$ cat config.mk
export PLATFORM = sky130hd
export DESIGN_NAME = dual_timer
export DESIGN_NICKNAME = d
export VERILOG_FILES = /design/src/core/timer_pkg.sv /design/src/core/dual_timer.sv /design/src/core/pin_sync.sv
export SDC_FILE = /design/constraint.sdc
export NUM_CORES = 1
export LEC_CHECK = 0
export ABC_AREA = 1
export BUFFER_PORTS_ARGS = -buffer_cell sky130_fd_sc_hd__buf_2
export CAP_MARGIN = 40
export CORE_ASPECT_RATIO = 0.9
export CORE_MARGIN = 2
export CORE_UTILIZATION = 40
export CTS_CLUSTER_SIZE = 20
export DETAILED_ROUTE_END_ITERATION = 7
export HOLD_SLACK_MARGIN = 0.06
export PLACE_DENSITY = 0.58
export SLEW_MARGIN = 20
export SYNTH_ARGS = -nofsm -noshare
export SYNTH_HDL_FRONTEND = slang
export SYNTH_SLANG_ARGS = --single-unit
$ cat constraint.sdc
create_clock -name CLK -period 3.1 [get_ports CLK]
set_input_delay 0.62 -clock CLK [delete_from_list [all_inputs] [get_ports CLK]]
set_output_delay 0.62 -clock CLK [all_outputs]
set_load 0.01 [all_outputs]
$ cat src/core/timer_pkg.sv
package timer_pkg;
    // register byte addresses on the bus, one aligned word each
    localparam logic [7:0] CTRL_ADDR = 8'h00; // timer_control_reg
    localparam logic [7:0] MODE_ADDR = 8'h04; // timer_mode_reg
    localparam logic [7:0] CLKC_ADDR = 8'h08; // clock_control_reg
    localparam logic [7:0] T0LO_ADDR = 8'h0c; // timer0_low_byte
    localparam logic [7:0] T1LO_ADDR = 8'h10; // timer1_low_byte
    localparam logic [7:0] T0HI_ADDR = 8'h14; // timer0_high_byte
    localparam logic [7:0] T1HI_ADDR = 8'h18; // timer1_high_byte
    localparam logic [7:0] EXTC_ADDR = 8'h1c; // ext_input_config_reg
    localparam logic [7:0] IEN_ADDR = 8'h20; // interrupt_enable_reg

    // timer_control_reg fields
    localparam int TF1_BIT = 7;
    localparam int TR1_BIT = 6;
    localparam int TF0_BIT = 5;
    localparam int TR0_BIT = 4;
    // timer_mode_reg: per timer nibble {gate, count select, mode[1:0]}
    localparam int MODE_NIB = 4;
    localparam int GATE_OFS = 3;
    localparam int CSEL_OFS = 2;
    // clock_control_reg: sysclk select of timer0 at bit 3, timer1 at 2
    localparam int SYS0_BIT = 3;
    localparam int SCA_LSB = 0;
    // ext_input_config_reg: gate polarity bits
    localparam int POL0_BIT = 3;
    localparam int POL1_BIT = 7;
    // interrupt_enable_reg
    localparam int ET0_BIT = 1;
    localparam int ET1_BIT = 3;

    // values after reset
    localparam logic [7:0] BYTE_RST = 8'h00;

    // prescaler counts
    localparam logic [3:0] DIV12_LAST = 4'hb; // sysclk / 12
    localparam logic [1:0] DIV4_LAST = 2'h3; // sysclk / 4
    localparam logic [2:0] DIV8_LAST = 3'h7; // ext clock / 8

    // prescaler selections
    localparam logic [1:0] SCA_DIV12 = 2'h0;
    localparam logic [1:0] SCA_EXT8 = 2'h3;

    // synchronised input lanes
    localparam int LANE_CNT0 = 0;
    localparam int LANE_CNT1 = 1;
    localparam int LANE_TIMER0_GATE_ENABLE = 2;
    localparam int LANE_GATE1 = 3;
    localparam int LANE_EXTC = 4;
    localparam int LANES = 5;

    // operating modes
    typedef enum logic [1:0] {
        MODE_13BIT = 2'h0,
        MODE_16BIT = 2'h1,
        MODE_RELOAD = 2'h2,
        MODE_SPLIT = 2'h3
    } mode_t;
endpackage : timer_pkg

$ cat src/core/dual_timer.sv
`timescale 1ns/10ps
`default_nettype none
module dual_timer
    import timer_pkg::*;
#(
    parameter int ADDR_W = 8 // decoded address width
) (
    input wire logic CLK, // system clock, 100 MHz
    input wire logic RST_N, // async reset, active low
    input wire logic HSEL, // slave select
    input wire logic [ADDR_W-1:0] HADDR, // byte address
    input wire logic [1:0] HTRANS, // transfer type
    input wire logic HWRITE, // write when high
    input wire logic [2:0] HSIZE, // word only
    input wire logic [31:0] HWDATA, // write data
    input wire logic HREADY, // bus ready
    output logic [31:0] HRDATA, // read data
    output logic HREADYOUT, // always ready
    output logic HRESP, // always okay
    input wire logic TIMER0_COUNT_PIN, // timer0 external count
    input wire logic TIMER1_COUNT_PIN, // timer1 external count
    input wire logic GATE_INPUT0, // timer0 gate
    input wire logic GATE_INPUT1, // timer1 gate
    input wire logic EXT_CLK, // external clock for the /8 source
    output logic TIMER0_IRQ, // timer0 interrupt request
    output logic TIMER1_IRQ, // timer1 interrupt request
    output logic TIMER1_OVF_PULSE // timer1 overflow for other users
);
    logic [7:0] ctrl_reg; // timer_control_reg
    logic [7:0] mode_reg; // timer_mode_reg
    logic [7:0] clkc_reg; // clock_control_reg
    logic [7:0] extc_reg; // ext_input_config_reg
    logic [7:0] ien_reg; // interrupt_enable_reg
    logic [7:0] lo_reg [2]; // timer low bytes
    logic [7:0] hi_reg [2]; // timer high bytes
    logic [7:0] lo_next [2]; // low bytes after counting
    logic [7:0] hi_next [2]; // high bytes after counting
    logic [1:0] ovf_main; // overflow of each main counter
    logic ovf_hi0; // overflow of timer0 high byte in split
    logic ovf1_reg; // registered timer1 overflow pulse
    logic [31:0] rdata_reg; // read data register
    logic wr_pend_reg; // write data phase pending
    logic [ADDR_W-1:0] wr_addr_reg; // address of pending write
    logic [3:0] div12_reg; // sysclk prescaler count
    logic [2:0] ext8_reg; // external clock edge count
    logic presc_tick; // selected prescaler tick
    logic ext8_tick; // ext clock / 8 tick
    logic [LANES-1:0] raw_pins; // pins to synchronise
    logic [LANES-1:0] lvl; // synchronised levels
    logic [LANES-1:0] fall; // falling edge pulses
    logic [LANES-1:0] rise; // rising edge pulses
    logic split; // timer0 in split mode
    logic addr_ok; // valid address phase
    logic wr_en; // write data phase this cycle

    assign HREADYOUT = 1'b1; // zero wait states
    assign HRESP = 1'b0; // okay only
    assign HRDATA = rdata_reg;
    assign split = (mode_reg[1:0] == MODE_SPLIT);
    assign addr_ok = HSEL & HTRANS[1] & HREADY;
    assign wr_en = wr_pend_reg;

    // input conditioning, one synchroniser per external pin
    assign raw_pins = {EXT_CLK, GATE_INPUT1, GATE_INPUT0,
                       TIMER1_COUNT_PIN, TIMER0_COUNT_PIN};
    for (genvar p = 0; p < LANES; p++) begin : g_sync
        pin_sync u_sync (
            .CLK(CLK),
            .RST_N(RST_N),
            .PIN(raw_pins[p]),
            .LEVEL(lvl[p]),
            .FALL(fall[p]),
            .RISE(rise[p])
        );
    end

    // bus address phase: capture writes, sample read data now
    // a read right behind a write to the same register sees the old value
    always_ff @(posedge CLK or negedge RST_N) begin
        if (!RST_N) begin
            wr_pend_reg <= 1'b0;
            wr_addr_reg <= '0;
        end else begin
            wr_pend_reg <= addr_ok & HWRITE;
            wr_addr_reg <= HADDR;
        end
    end

    // read mux, registered so data stand through the data phase
    always_ff @(posedge CLK or negedge RST_N) begin
        if (!RST_N) begin
            rdata_reg <= '0;
        end else if (addr_ok && !HWRITE) begin
            case (HADDR)
                CTRL_ADDR: rdata_reg <= {24'h0, ctrl_reg[7:4], 4'h0};
                MODE_ADDR: rdata_reg <= {24'h0, mode_reg};
                CLKC_ADDR: rdata_reg <= {24'h0, clkc_reg};
                T0LO_ADDR: rdata_reg <= {24'h0, lo_reg[0]};
                T1LO_ADDR: rdata_reg <= {24'h0, lo_reg[1]};
                T0HI_ADDR: rdata_reg <= {24'h0, hi_reg[0]};
                T1HI_ADDR: rdata_reg <= {24'h0, hi_reg[1]};
                EXTC_ADDR: rdata_reg <= {24'h0, extc_reg};
                IEN_ADDR: rdata_reg <= {24'h0, ien_reg};
                default: rdata_reg <= '0; // unmapped reads zero
            endcase
        end
    end

    // plain configuration registers
    always_ff @(posedge CLK or negedge RST_N) begin
        if (!RST_N) begin
            mode_reg <= BYTE_RST;
            clkc_reg <= BYTE_RST;
            extc_reg <= BYTE_RST;
            ien_reg <= BYTE_RST;
        end else if (wr_en) begin
            if (wr_addr_reg == MODE_ADDR) begin
                mode_reg <= HWDATA[7:0];
            end
            if (wr_addr_reg == CLKC_ADDR) begin
                clkc_reg <= HWDATA[7:0];
            end
            if (wr_addr_reg == EXTC_ADDR) begin
                extc_reg <= HWDATA[7:0];
            end
            if (wr_addr_reg == IEN_ADDR) begin
                ien_reg <= HWDATA[7:0];
            end
        end
    end

    // control: run bits by software, flags set by hardware win over writes
    always_ff @(posedge CLK or negedge RST_N) begin
        if (!RST_N) begin
            ctrl_reg <= BYTE_RST;
        end else begin
            if (wr_en && wr_addr_reg == CTRL_ADDR) begin
                ctrl_reg <= {HWDATA[7:4], 4'h0};
            end
            if (ovf_main[0]) begin
                ctrl_reg[TF0_BIT] <= 1'b1;
            end
            if (split ? ovf_hi0 : ovf_main[1]) begin
                ctrl_reg[TF1_BIT] <= 1'b1;
            end
        end
    end

    // sysclk prescaler: 0..11; /4 taps every fourth count of it
    always_ff @(posedge CLK or negedge RST_N) begin
        if (!RST_N) begin
            div12_reg <= '0;
        end else if (div12_reg == DIV12_LAST) begin
            div12_reg <= '0;
        end else begin
            div12_reg <= div12_reg + 4'h1;
        end
    end

    // external clock is sampled, so it must run below a quarter sysclk
    always_ff @(posedge CLK or negedge RST_N) begin
        if (!RST_N) begin
            ext8_reg <= '0;
        end else if (rise[LANE_EXTC]) begin
            ext8_reg <= ext8_reg + 3'h1;
        end
    end
    assign ext8_tick = rise[LANE_EXTC] && (ext8_reg == DIV8_LAST);

    // prescaler source choice
    always_comb begin
        case (clkc_reg[SCA_LSB +: 2])
            SCA_DIV12: presc_tick = (div12_reg == DIV12_LAST);
            SCA_EXT8: presc_tick = ext8_tick;
            default: presc_tick = (div12_reg[1:0] == DIV4_LAST);
        endcase
    end

    // per-timer counting datapath
    for (genvar i = 0; i < 2; i++) begin : g_tmr
        logic [1:0] mode; // this timer's mode field
        logic gate_en; // gate enable bit
        logic csel; // count select: external pin
        logic int_tick; // internal timebase tick
        logic gate_ok; // gate input at active level
        logic run; // run control
        logic go; // increment this cycle
        logic go_hi; // split high byte increment
        logic [12:0] c13; // 13-bit count
        logic [15:0] c16; // 16-bit count

        assign mode = mode_reg[MODE_NIB*i +: 2];
        assign gate_en = mode_reg[MODE_NIB*i + GATE_OFS];
        // timer1 loses its external source while timer0 is split
        assign csel = mode_reg[MODE_NIB*i + CSEL_OFS] & ~(i == 1 && split);
        assign int_tick = clkc_reg[SYS0_BIT - i] | presc_tick;
        // gate active level equals its polarity bit
        assign gate_ok = (i == 0)
            ? (lvl[LANE_TIMER0_GATE_ENABLE] == extc_reg[POL0_BIT])
            : (lvl[LANE_GATE1] == extc_reg[POL1_BIT]);
        // timer1 run comes from its mode field while timer0 is split
        assign run = (i == 1 && split) ? 1'b1
                   : ctrl_reg[i == 0 ? TR0_BIT : TR1_BIT];
        assign go = run && (!gate_en || gate_ok)
                 && (csel ? fall[LANE_CNT0 + i] : int_tick)
                 && !(i == 1 && mode == MODE_SPLIT);
        assign go_hi = (i == 0) && split && ctrl_reg[TR1_BIT]
                    && int_tick;
        assign c13 = {hi_reg[i], lo_reg[i][4:0]} + 13'h1;
        assign c16 = {hi_reg[i], lo_reg[i]} + 16'h1;

        // next count and overflow per mode; split counting is done for timer0 only
        always_comb begin
            lo_next[i] = lo_reg[i];
            hi_next[i] = hi_reg[i];
            ovf_main[i] = 1'b0;
            case (mode)
                MODE_13BIT: begin
                    if (go) begin
                        // bits 7:5 of the low byte are left as they are
                        lo_next[i] = {lo_reg[i][7:5], c13[4:0]};
                        hi_next[i] = c13[12:5];
                        ovf_main[i] = (c13 == 13'h0);
                    end
                end
                MODE_16BIT: begin
                    if (go) begin
                        {hi_next[i], lo_next[i]} = c16;
                        ovf_main[i] = (c16 == 16'h0);
                    end
                end
                MODE_RELOAD: begin
                    if (go) begin
                        ovf_main[i] = (lo_reg[i] == 8'hff);
                        lo_next[i] = ovf_main[i] ? hi_reg[i]
                                   : lo_reg[i] + 8'h1;
                    end
                end
                default: begin
                    if (i == 0 && go) begin
                        lo_next[i] = lo_reg[i] + 8'h1;
                        ovf_main[i] = (lo_reg[i] == 8'hff);
                    end
                    if (go_hi) begin
                        hi_next[i] = hi_reg[i] + 8'h1;
                    end
                end
            endcase
        end

        // count bytes: a bus write to a byte replaces its count
        always_ff @(posedge CLK or negedge RST_N) begin
            if (!RST_N) begin
                lo_reg[i] <= BYTE_RST;
                hi_reg[i] <= BYTE_RST;
            end else begin
                if (wr_en && wr_addr_reg == (i == 0 ? T0LO_ADDR
                                                    : T1LO_ADDR)) begin
                    lo_reg[i] <= HWDATA[7:0];
                end else begin
                    lo_reg[i] <= lo_next[i];
                end
                if (wr_en && wr_addr_reg == (i == 0 ? T0HI_ADDR
                                                    : T1HI_ADDR)) begin
                    hi_reg[i] <= HWDATA[7:0];
                end else begin
                    hi_reg[i] <= hi_next[i];
                end
            end
        end
    end

    // split high byte overflow feeds the timer1 flag
    assign ovf_hi0 = g_tmr[0].go_hi && (hi_reg[0] == 8'hff);

    // timer1 overflow pulse for baud and converter users
    always_ff @(posedge CLK or negedge RST_N) begin
        if (!RST_N) begin
            ovf1_reg <= 1'b0;
        end else begin
            ovf1_reg <= ovf_main[1];
        end
    end
    assign TIMER1_OVF_PULSE = ovf1_reg;

    // interrupt requests
    assign TIMER0_IRQ = ctrl_reg[TF0_BIT] & ien_reg[ET0_BIT];
    assign TIMER1_IRQ = ctrl_reg[TF1_BIT] & ien_reg[ET1_BIT];
endmodule : dual_timer
`default_nettype wire

$ cat src/core/pin_sync.sv
`timescale 1ns/10ps
`default_nettype none
// two-flop synchroniser plus one history stage for edge detection
module pin_sync (
    input wire logic CLK, // system clock
    input wire logic RST_N, // async reset, active low
    input wire logic PIN, // raw pin level
    output logic LEVEL, // synchronised level
    output logic FALL, // one-cycle pulse on high-to-low
    output logic RISE // one-cycle pulse on low-to-high
);
    logic meta_reg; // first stage, read only by sync_reg
    logic sync_reg; // second stage
    logic hist_reg; // previous synchronised level

    // resync chain; reset to the idle-high level so no false edge
    always_ff @(posedge CLK or negedge RST_N) begin
        if (!RST_N) begin
            meta_reg <= 1'b1;
            sync_reg <= 1'b1;
            hist_reg <= 1'b1;
        end else begin
            meta_reg <= PIN;
            sync_reg <= meta_reg;
            hist_reg <= sync_reg;
        end
    end

    assign LEVEL = sync_reg;
    assign FALL = hist_reg & ~sync_reg;
    assign RISE = ~hist_reg & sync_reg;
endmodule : pin_sync
`default_nettype wire

Word-level counts from Yosys, hierarchy flattened
Index checks and enable logic that the tools add are counted.

$add $sub $neg: 9. Eq/ne operators: 41. Muxes and demuxes: 40. Bitwise logic cells: 15. Reduce and logical (&&, ||, !) cells: 46.

Operators by type and width (count): $mux 8 (17); $pmux 8 s3 (3); $pmux 8 s9 (1); $eq 8x5->1 const B (8); $add 16x1->16 const B (2); $eq 8x4->1 const B (4); $logic_not 16->1 (2); $add 13x1->13 const B (2); $logic_not 13->1 (2); $add 8x1->8 const B (3); $eq 8x8->1 const B (3); $ne 3x3->1 const B (7); $eq 8x3->1 const B (2); $eq 8x6->1 const B (2); $logic_not 8->1 (2); $pmux 8 s2 (1); $logic_and 1x1->1 (15); $eq 2x2->1 const B (6); $mux 1 (12); $reduce_and 4->1 (3); $mux 5 (2); $reduce_and 2->1 (5); $and 1x1->1 (9); $reduce_bool 4->1 (2); other kinds (18) (36).

Flip-flop bits (word level): 130. Input bits: 55. Output and inout port bits: 37. Word-level logic and storage cells: 183.

Logic depth before layout (Yosys ltp)
Gate-level depths: netlist of the first run.

Depth after elaboration: 12. Mapped depth: 14. Mapped depth without buffers: 14.

Cells and area by module
A second synthesis of the first run with hierarchy kept.

Cells, all modules: 1012. Area, all modules: 7135.6 um^2.

Modules (own cells, without submodules): dual_timer (times used 1, cells an instance 977, area an instance 6666.4 um^2, seq. area each 2327.2 um^2); pin_sync (times used 5, cells an instance 7, area an instance 93.8 um^2, seq. area each 78.8 um^2).

Worst setup path after synthesis of the first run
OpenSTA, ideal clock, no wires.

Path kind: input -> register. From: input port HADDR[1]. To: register rdata_reg[2], in the netlist HRDATA[2]. Library setup time: 65 ps. Arrival: 1782 ps. Data required time: 3035 ps. Path slack: 1253 ps. Cell stages on the path: 11. Buffers on the path: 1. Path through: or2_1 -> buf_4 -> nor3_4 -> nand2_4 -> inv_2 -> nand2_1 -> o21ai_2 -> inv_2 -> nand4_1 -> nand2_1 -> nand2_1.

Cells in the longest elaborated chain, start to end: 2. Elaborated cells between the ends (all ways): 10. Classes of those cells: 8 x eq/ne; 1 x mux; 1 x reduce/logical.

RTL lines: start: declaration (line dual_timer.sv:11) `input wire logic [ADDR_W-1:0] HADDR,`; $eq 8x6->1 (tied with other cells) (line dual_timer.sv:94) `case (HADDR)`; $pmux 8 s9 (*) (line dual_timer.sv:94); end signal: assignment (line dual_timer.sv:95) `CTRL_ADDR: rdata_reg <= {24'h0, ctrl_reg[7:4], 4'h0};`; end signal: assignment (line dual_timer.sv:96) `MODE_ADDR: rdata_reg <= {24'h0, mode_reg};`; end signal: assignment (line dual_timer.sv:97) `CLKC_ADDR: rdata_reg <= {24'h0, clkc_reg};`; end: declaration (line dual_timer.sv:41) `logic [31:0] rdata_reg;`.

Every way passes the cells marked *; elsewhere a longest branch is shown, timed or not. A chain may end at the register's enable or synchronous reset.

Final worst setup path of the first run
From: register mode_reg[1]. To: register lo_reg[2] (netlist bit).

Cells in the longest elaborated chain, start to end: 8. Elaborated cells between the ends (all ways): 12. Classes of those cells: 4 x eq/ne; 2 x mux; 2 x bitwise; 4 x reduce/logical.

RTL lines: start: declaration (line dual_timer.sv:30) `logic [7:0] mode_reg;`; start signal: assignment (line dual_timer.sv:118) `mode_reg <= HWDATA[7:0];`; $eq 2x2->1 (*) (line dual_timer.sv:59) `assign split = (mode_reg[1:0] == MODE_SPLIT);`; $not 1->1 (line dual_timer.sv:195) `assign csel = mode_reg[MODE_NIB*i + CSEL_OFS] & ~(i == 1 && split);`; $and 1x1->1 (line dual_timer.sv:195); $mux 1 (line dual_timer.sv:205) `&& (csel ? fall[LANE_CNT0 + i] : int_tick)`; $logic_and 1x1->1 (*) (line dual_timer.sv:205); $logic_and 1x1->1 (*) (line dual_timer.sv:206) `&& !(i == 1 && mode == MODE_SPLIT);`; $ne 3x3->1 (no source line); $reduce_and 4->1 (no source line) (*); end signal: indexed assignment (line dual_timer.sv:259) `lo_reg[i] <= HWDATA[7:0];`; end signal: indexed assignment (line dual_timer.sv:261) `lo_reg[i] <= lo_next[i];`; end: declaration (line dual_timer.sv:34) `logic [7:0] lo_reg [2];`.

Marks and branches as above.

==> flow_metrics.py, run 1 <==
metrics = {
    "floorplan": {
        "chipHeight_um": 130,
        "fp.dieW_um": 144,
        "rows": 46,
        "die-area_mm2": 0.0188,
        "start_util_pct": 40.6,
        "ios": 92,
        "core_area_mm2": 0.0175,
    },
    "layout": {
        "antenna_cells": 0,
        "final_cell_mix": "nand2_1 (286), inv_1 (108), dfrtp_1 (93), nor2_1 (79), o21ai_0 (78)",
        "syn_to_final_growth_pct": 8.95,
        "layout_commonest_cell": "nand2_1",
        "drive_gt1_share_pct": 12.6,
        "fin_nets": 1113,
    },
    "grt": {
        "grt_max_degree": 68,
        "grt-ovfl-total": 0,
        "antenna_found_initial": 0,
        "grt_pass1_wl_um": 33200,
        "track_usage_pct": 23.2,
        "grt_pass1_vias": 6059,
    },
    "synth": {
        "synth_warnings": 0,
        "ys_async_sr_fraction_pct": 100,
        "synth_edf_count": 0,
        "synth_cell_types": 42,
        "synth-seq-cells": 106,
        "synth_top_area_share_pct": 32.8,
        "syn_inst": 1010,
        "seq_area_frac_synth_pct": 37.6,
        "syn_area_mm2": 0.00710,
        "synth_top_area_cell": "dfrtp_1",
        "synthFlopType": "dfrtp_1",
        "synthTopCellsByArea": "dfrtp_1 (33%), nand2_1 (15%), inv_1 (5.7%)",
        "syn_avg_cell_area_um2": 7.03,
    },
    "critical_path": {
        "crit_type": "reg -> reg",
        "timing.rr.start": "mode_reg[1]$_DFFE_PN0P_",
        "crit_path_end_kind": "register",
        "critPathRequiredTime_ps": 3360,
        "cp_max_fo": 13,
        "r2r_end": "lo_reg[2]$_DFFE_PN0P_",
        "crit_path_start_kind": "register",
        "cp.arrival_ps": 2560,
        "reg2reg_depth": 10,
        "reg2reg_slack_ps": 800,
    },
    "timing": {
        "final-setup-viol-count": 0,
        "fin_crit_ps": 2300,
        "rsz0062_at_grt": "no",
        "hold_viol_final": 0,
        "final_max_slew_viol_count": 0,
        "fmax_mhz": 435,
        "fin_skew_ps": 11.4,
        "post-route-worst-setup-slack_ps": 800,
        "period_share_pct": 74.2,
        "tightest_slew_ps": 763,
        "fin_tns_setup_ps": 0,
        "max_slew_margin_pct": 48.9,
    },
    "route": {
        "first_pass_iters": 5,
        "wl_per_cell_um": 16.4,
        "ant_nets": 0,
        "drc": 0,
        "routed_via_density": 5.16,
        "finalWirelength_um": 21100,
        "num_vias": 6652,
        "drt-initial-drc-count": 652,
    },
    "worst_hold_path": {
        "min_path_type": "in -> async",
    },
    "cts": {
        "cts.clk_slew.worst_paths_ps": 80,
        "clk_path_buf_depth": 2,
        "cts-resized-gates": 0,
        "hold_buffers": 0,
        "cts_tree": "yes",
        "cts_num_sinks": 106,
        "clk_latency_ps": 370,
        "numCtsBuffers": 9,
        "htreeDepth": 3,
        "postCtsSetupBuffers": 0,
        "cts-root-buf": "clkbuf_16",
    },
    "power": {
        "power.leakage_nw": 4.09,
        "cellPowerDensity_mw_per_mm2": 521,
        "ir_drop_uv": 345,
    },
    "run_status": {
        "status": "finished clean",
    },
    "placed_design": {
        "pre_cts_ws_ps": 762,
        "dp_hpwl_um": 15800,
        "place.gp.congestion": 0.957,
        "io_buffers": 37,
    },
    "run": {
        "max_cap_violations": 0,
    },
}
[cell type report]
| class | instances | area, µm² |
|---|---|---|
| clock inverters | 7 | 78.8 |
| inverters | 121 | 454 |
| fillers | 1891 | 9760 |
| well taps | 240 | 300 |
| flip-flops and latches | 106 | 2670 |
| repair buffers | 40 | 223 |
| clock buffers | 9 | 225 |
| multi-input cells | 765 | 3790 |
[worst max-delay path, cell delays in order (launching register included)]
cell and delay [ps]:
dfrtp_1 690, nand2_1 220, nand2_1 140, a21oi_1 70, nor4_2 210, and2_1 220
o21ai_0 140, nand2_1 260, inv_1 120, nand2_1 70, nand2_1 50
[layer usage]
layer  wire (µm)  vias to the layer above  track usage, %  share of wire (%)
li1            -                     3315               -                  -
met1       10100                     3067            33.8                 48
met2        8910                      245            34.6                 42
met3        1720                       25            5.61                8.1
met4         396                        0            6.45                1.9
met5           0                        -               0                  0
[worst max-delay path by stage]
stage | to | slack (ps) | cells past startpoint | startpoint
after global routing | lo_reg[2]$_DFFE_PN0P_ | 590 | 10 | mode_reg[1]$_DFFE_PN0P_
after global placement | HRDATA[4]$_DFFE_PN0P_ | 760 | 9 | HADDR[1]
after detailed placement | HRDATA[0]$_DFFE_PN0P_ | 760 | 9 | HADDR[1]
after CTS | lo_reg[0]$_DFFE_PN0P_ | 830 | 11 | div12_reg[0]$_DFF_PN0_
final | lo_reg[2]$_DFFE_PN0P_ | 800 | 10 | mode_reg[1]$_DFFE_PN0P_
after floorplan | HRDATA[2]$_DFFE_PN0P_ | 1250 | 11 | HADDR[1]
[Yosys cell counts, types with 15 or more instances]
cell	n
a21oi_1	31
buf_4	29
dfrtp_1	93
ha_1	15
inv_1	108
nand2_1	286
nand2_2	15
nand3_1	75
nor2_1	79
o211ai_1	16
o21ai_0	78
o21ai_1	38
o22ai_1	21
[report_power, final]
part / switching (mW) / leakage [nW] / internal [mW]
clock: 0.604 / 0.148 / 0.576
sequential: 0.206 / 1.11 / 1.52
combinational: 0.744 / 2.83 / 0.387
[per-stage QoR]
step,power [mW],utilization (%),instances,area [µm²],hold WS [ps]
2_1_floorplan,2.55,-,1034,7190,324
4_1_cts,4.05,44.2,1288,7740,247
5_1_grt,4.29,44.2,1288,7740,275
3_3_place_gp,2.85,42.5,1272,7430,346
3_5_place_dp,2.85,42.5,1272,7430,347
6_report,4.03,44.2,1288,7740,229
[cell families after synthesis]
logic type | Yosys count | synth area share (%)
compound gates | 199 | 15.6
xor+xnor | 7 | 0.863
fa+ha+maj | 15 | 2.64
buf+inv | 163 | 10.4
flops | 106 | 37.6
other cells | 2 | 0.106
simple gates | 518 | 32.9
No activity file was read; power rests on OpenSTA's default activity.
==> inputs of run 2 (changes only) <==
Settings changed: PLACE_DENSITY 0.58 to 0.6.
Clock period 3.1 ns to 2.05 ns, I/O delays scaled along.
==> run 2 against run 1 <==
  * Register-to-register slack got worse by 690 ps
  * Cell count rose by 4.1%
  * Flip-flop and latch count unchanged
  * Critical endpoint is now TIMER1_OVF_PULSE$_DFF_PN0_
  * Highest routed layer unchanged
  * Sequential power up 46%
  * First-iteration DRC count up 11%
  * Critical path depth is 2 higher
  * Non-clock buffer count increased by 52
  * Total power rose by 57%
==> flow_metrics.py, run 2 (synthesis gave the netlist of run 1 again) <==
metrics = {
    "power": {
        "power.switching_mw": 2.42,
        "ir_drop_uv": 382,
        "cellInternalPower_mw": 3.90,
        "sequentialPowerShare_pct": 39.7,
        "cellPowerDensity_mw_per_mm2": 766,
        "combPwrFrac_pct": 31.8,
        "power.leakage_nw": 4.37,
        "clock_power_share_pct": 28.5,
        "swShare_pct": 38.3,
    },
    "cts": {
        "cts_num_sinks": 106,
        "htreeDepth": 3,
        "clk_path_buf_depth": 2,
        "cts_tree": "yes",
        "clk_latency_ps": 370,
        "numCtsBuffers": 9,
        "cts.clk_slew.worst_paths_ps": 80,
        "cts-root-buf": "clkbuf_16",
    },
    "layout": {
        "fin_nets": 1166,
        "antenna_cells": 0,
        "layout_commonest_cell": "nand2_1",
        "fill_cells": 1788,
        "final_cell_mix": "nand2_1 (284), inv_1 (107), dfrtp_1 (90), nor2_1 (77), o21ai_0 (77)",
        "syn_to_final_growth_pct": 16.3,
        "fin_cells": 1341,
        "drive_gt1_share_pct": 18.3,
        "stdcell_area_mm2": 0.00826,
    },
    "critical_path": {
        "path_delay_family": "simple AND/OR/NAND/NOR gates",
        "cp_cell_sequence": "ha_1 > nand2_4 > nor2_2 > nand2_2 > inv_2 > nand2_1 > nand2_1 > nand3b_1 > nor2_1 > nand3_2 > nand2_2 > and2_1",
        "cp_max_fo": 7,
        "crit_path_start_kind": "register",
        "critPathBufInv": 1,
        "crit_type": "reg -> reg",
        "crit_path_end_kind": "register",
        "cp.arrival_ps": 2240,
        "critPathRequiredTime_ps": 2350,
        "cp_slowest_cell": "dfrtp_1",
        "max_stage_delay_ps": 390,
    },
    "floorplan": {
        "fp.dieW_um": 144,
        "chipHeight_um": 130,
        "die-area_mm2": 0.0188,
        "start_util_pct": 40.6,
        "core_area_mm2": 0.0175,
        "ios": 92,
        "rows": 46,
    },
    "timing": {
        "fin_tns_setup_ps": 0,
        "fin_crit_ps": 1940,
        "period_share_pct": 94.7,
        "max_slew_margin_pct": 61.7,
        "fin_skew_ps": 14.0,
        "hold_viol_final": 0,
        "timing.hold.ws_ps": 129,
        "tightest_slew_ps": 574,
        "fmax_mhz": 515,
        "rsz0062_at_grt": "no",
        "final-setup-viol-count": 0,
        "final_max_slew_viol_count": 0,
    },
    "grt": {
        "grt_max_degree": 37,
        "grt-ovfl-total": 0,
        "grt_pass1_vias": 6202,
        "antenna_found_initial": 0,
        "grt_pass1_wl_um": 34600,
        "track_usage_pct": 24.2,
    },
    "placed_design": {
        "post-place-cells": 1322,
        "io_buffers": 37,
        "place.gp.congestion": 0.928,
        "dp_hpwl_um": 16500,
        "place_area_mm2": 0.00786,
    },
    "route": {
        "wl_per_cell_um": 16.4,
        "routed_via_density": 5.21,
        "ant_nets": 0,
        "first_pass_iters": 8,
        "drc": 0,
        "drt-initial-drc-count": 724,
        "num_vias": 6985,
        "finalWirelength_um": 21900,
    },
    "run": {
        "max_cap_violations": 0,
    },
    "run_status": {
        "status": "finished clean",
    },
    "worst_hold_path": {
        "min_path_type": "in -> reg",
    },
}
[run 2: changes by cell type in the layout (fill, tap and decap cells not counted), sizes merged]
cell | before | now
nand2 | 304 | 305
buf | 40 | 91
dlygate4sd3 | 0 | 1
[run 2: final cells by class]
type                       instances  area [µm²]  share of cell area [%]
tap                              240         300                    3.64
timing repair buffer              92         666                    8.06
clock inverter                     7        78.8                   0.954
clock buffer                       9         225                    2.73
inverter                         121         454                    5.50
multi-input combinational        766        3860                    46.8
sequential                       106        2670                    32.4
[run 2: path summary, 6_finish.rpt]
path	startpoint	endpoint	depth (start not counted)	slack, ps
setup reg to reg	lo_reg[0]$_DFFE_PN0P_	TIMER1_OVF_PULSE$_DFF_PN0_	12	110
max in group asynchronous	RST_N	g_sync[1].u_sync.hist_reg$_DFF_PN1_	3	820
min in group asynchronous	RST_N	lo_reg[14]$_DFFE_PN0P_	2	580
setup / recovery	lo_reg[0]$_DFFE_PN0P_	TIMER1_OVF_PULSE$_DFF_PN0_	12	110
hold reg to reg	g_sync[0].u_sync.meta_reg$_DFF_PN1_	g_sync[0].u_sync.LEVEL$_DFF_PN1_	0	360
hold / removal	TIMER0_COUNT_PIN	g_sync[0].u_sync.meta_reg$_DFF_PN1_	1	130
[run 2: what timing repair did]
item | 4_1_cts | 5_1_grt
pin swaps | 1 | 4
buffers inserted | 0 | 1
gates resized for setup | 4 | 19
hold buffers | 1 | 0
endpoints found under the hold margin | 29 | 0
gates cloned | 1 | 0
setup endpoints to repair | 11 | 33
[run 2: per-layer routing]
metal	vias up	share of wire, %	track usage, %
li1	3432	-	-
met1	3251	48	36.1
met2	272	43	35.7
met3	30	7.5	5.43
met4	0	1.8	6.05
met5	-	0	0
[run 2: per-stage QoR]
step           setup slack [ps]  power, mW  utilization [%]
2_1_floorplan               225       3.86                -
3_3_place_gp              -56.7       4.48             44.9
3_5_place_dp              -57.5       4.49             44.9
4_1_cts                    2.77       6.29             46.8
5_1_grt                   0.426       6.72             47.2
6_report                    109       6.33             47.2
[run 2: power by group through the flow]
stage | Combinational (mW) | Sequential (mW) | Clock (mW)
after global routing | 2.26 | 2.54 | 1.92
after CTS | 1.96 | 2.50 | 1.83
after floorplan | 1.37 | 2.48 | 0
after global placement | 1.94 | 2.54 | 0
after detailed placement | 1.95 | 2.53 | 0
final | 2.01 | 2.51 | 1.80
==> inputs of run 3 (changes only) <==
Settings changed: SYNTH_HIERARCHICAL set to 1.
==> run 3 against run 2 <==
  * Cell count fell by 1.4%
  * Synthesized cell count fell by 1.4%
  * Wire length fell by 1.5%
  * Clock power barely moved
  * Critical endpoint is now lo_reg[12]$_DFFE_PN0P_
==> flow_metrics.py, run 3 <==
metrics = {
    "worst_hold_path": {
        "hold_path_startpoint": "TIMER0_COUNT_PIN",
        "min_path_type": "in -> reg",
    },
    "route": {
        "first_pass_iters": 5,
        "num_vias": 6878,
        "drc": 0,
        "ant_nets": 0,
        "wl_per_cell_um": 16.3,
        "routed_via_density": 5.20,
        "finalWirelength_um": 21600,
        "drt-initial-drc-count": 670,
    },
    "critical_path": {
        "crit_type": "reg -> reg",
        "cp_slowest_cell": "dfrtp_1",
        "crit_path_start_kind": "register",
        "crit_end": "lo_reg[12]$_DFFE_PN0P_",
        "cp.arrival_ps": 2230,
        "max_stage_delay_ps": 420,
        "critPathBufInv": 3,
        "path_delay_family": "simple AND/OR/NAND/NOR gates",
        "worst-path-stages": 12,
        "cp_cell_sequence": "buf_4 > ha_1 > nand3_1 > nand2_1 > inv_1 > nand2_2 > o21ai_4 > nand2_2 > o21ai_4 > nand2_1 > buf_4 > o221ai_1",
        "crit_path_end_kind": "register",
        "crit_start": "clkc_reg[0]$_DFFE_PN0P_",
        "reg2reg_slack_ps": 100,
        "reg2reg_depth": 12,
        "cp_max_fo": 4,
        "critPathRequiredTime_ps": 2330,
        "r2r_end": "lo_reg[12]$_DFFE_PN0P_",
        "timing.rr.start": "clkc_reg[0]$_DFFE_PN0P_",
    },
    "placed_design": {
        "io_buffers": 37,
        "place.gp.congestion": 0.926,
        "pre_cts_ws_ps": -50.0,
        "dp_hpwl_um": 16600,
    },
    "floorplan": {
        "die-area_mm2": 0.0187,
        "chipHeight_um": 130,
        "ios": 92,
        "core_area_mm2": 0.0171,
        "start_util_pct": 41.2,
        "fp.dieW_um": 144,
        "rows": 45,
    },
    "grt": {
        "grt-ovfl-total": 0,
        "track_usage_pct": 24.0,
        "grt_pass1_wl_um": 34100,
        "grt_max_degree": 42,
        "antenna_found_initial": 0,
        "grt_pass1_vias": 6314,
    },
    "cts": {
        "cts_tree": "yes",
        "htreeDepth": 3,
        "cts.clk_slew.worst_paths_ps": 80,
        "cts_num_sinks": 106,
        "clk_latency_ps": 370,
        "clk_path_buf_depth": 2,
        "cts-root-buf": "clkbuf_16",
        "numCtsBuffers": 9,
    },
    "power": {
        "cellPowerDensity_mw_per_mm2": 786,
        "power.leakage_nw": 4.41,
        "ir_drop_uv": 457,
    },
    "layout": {
        "fin_nets": 1152,
        "final_cell_mix": "nand2_1 (278), inv_1 (112), dfrtp_1 (89), nor2_1 (81), o21ai_0 (80)",
        "syn_to_final_growth_pct": 17.1,
        "drive_gt1_share_pct": 17.6,
        "fin_util_pct": 48.2,
        "layout_commonest_cell": "nand2_1",
        "antenna_cells": 0,
    },
    "synth": {
        "syn_avg_cell_area_um2": 7.06,
        "synth_warnings": 6,
        "syn_area_mm2": 0.00703,
        "syn_inst": 996,
    },
    "timing": {
        "rsz0062_at_grt": "yes",
        "fin_tns_setup_ps": 0,
        "fmax_mhz": 512,
        "tightest_slew_ps": 505,
        "hold_viol_final": 0,
        "fin_crit_ps": 1950,
        "final_max_slew_viol_count": 0,
        "final-setup-viol-count": 0,
        "fin_skew_ps": 16.3,
        "period_share_pct": 95.2,
        "max_slew_margin_pct": 66.3,
        "post-route-worst-setup-slack_ps": 97.7,
    },
    "run": {
        "max_cap_violations": 0,
    },
    "run_status": {
        "status": "finished clean",
    },
}
[run 3: how the worst min path moves through the flow]
stage / end / slack, ps / cells past startpoint
global placement: g_sync[0].u_sync/LEVEL$_DFF_PN1_ / 350 / 0
detailed placement: g_sync[2].u_sync/LEVEL$_DFF_PN1_ / 350 / 0
global route: g_sync[4].u_sync/meta_reg$_DFF_PN1_ / 110 / 1
floorplan: HRDATA[0]$_DFFE_PN0P_ / 110 / 0
finish: g_sync[0].u_sync/meta_reg$_DFF_PN1_ / 130 / 1
CTS: g_sync[2].u_sync/meta_reg$_DFF_PN1_ / 120 / 1
[run 3: layout make-up]
type	count	area [µm²]
inverter	127	480
clock inverter	7	86.3
clock buffer	9	225
multi-input combinational	746	3830
sequential	106	2670
tap	235	294
timing repair buffer	92	641
fill	1767	8830
[run 3: report_power, final]
group	switching, mW	internal (mW)	total (mW)
sequential	0.245	2.30	2.55
combinational	1.37	0.750	2.12
clock	0.924	0.880	1.80
[run 3: per-layer routing]
metal  track usage (%)  vias to the layer above  routed length [µm]
met5                 0                        -                   0
met4              4.90                        0                 301
met3              5.10                       28                1690
met2              37.6                      264                9600
met1              34.5                     3191               10000
li1                  -                     3395                   -
[run 3: timing repair]
item                                    CTS  global route
endpoints found under the setup margin    9            31
resized for setup                         2            33
gates cloned                              0             2
hold buffers                              1             0
pin swaps                                 0             6
endpoints found under the hold margin    15             0
buffers inserted                          0             7
[run 3: per-stage QoR]
stage          power [mW]  cells  instance area, µm²  hold WS [ps]
4_1_cts              6.41   1313                8060           117
5_1_grt              6.88   1322                8230           106
6_report             6.47   1322                8230           126
3_3_place_gp         4.57   1296                7720           346
2_1_floorplan        3.90   1020                7120           114
3_5_place_dp         4.58   1296                7720           347
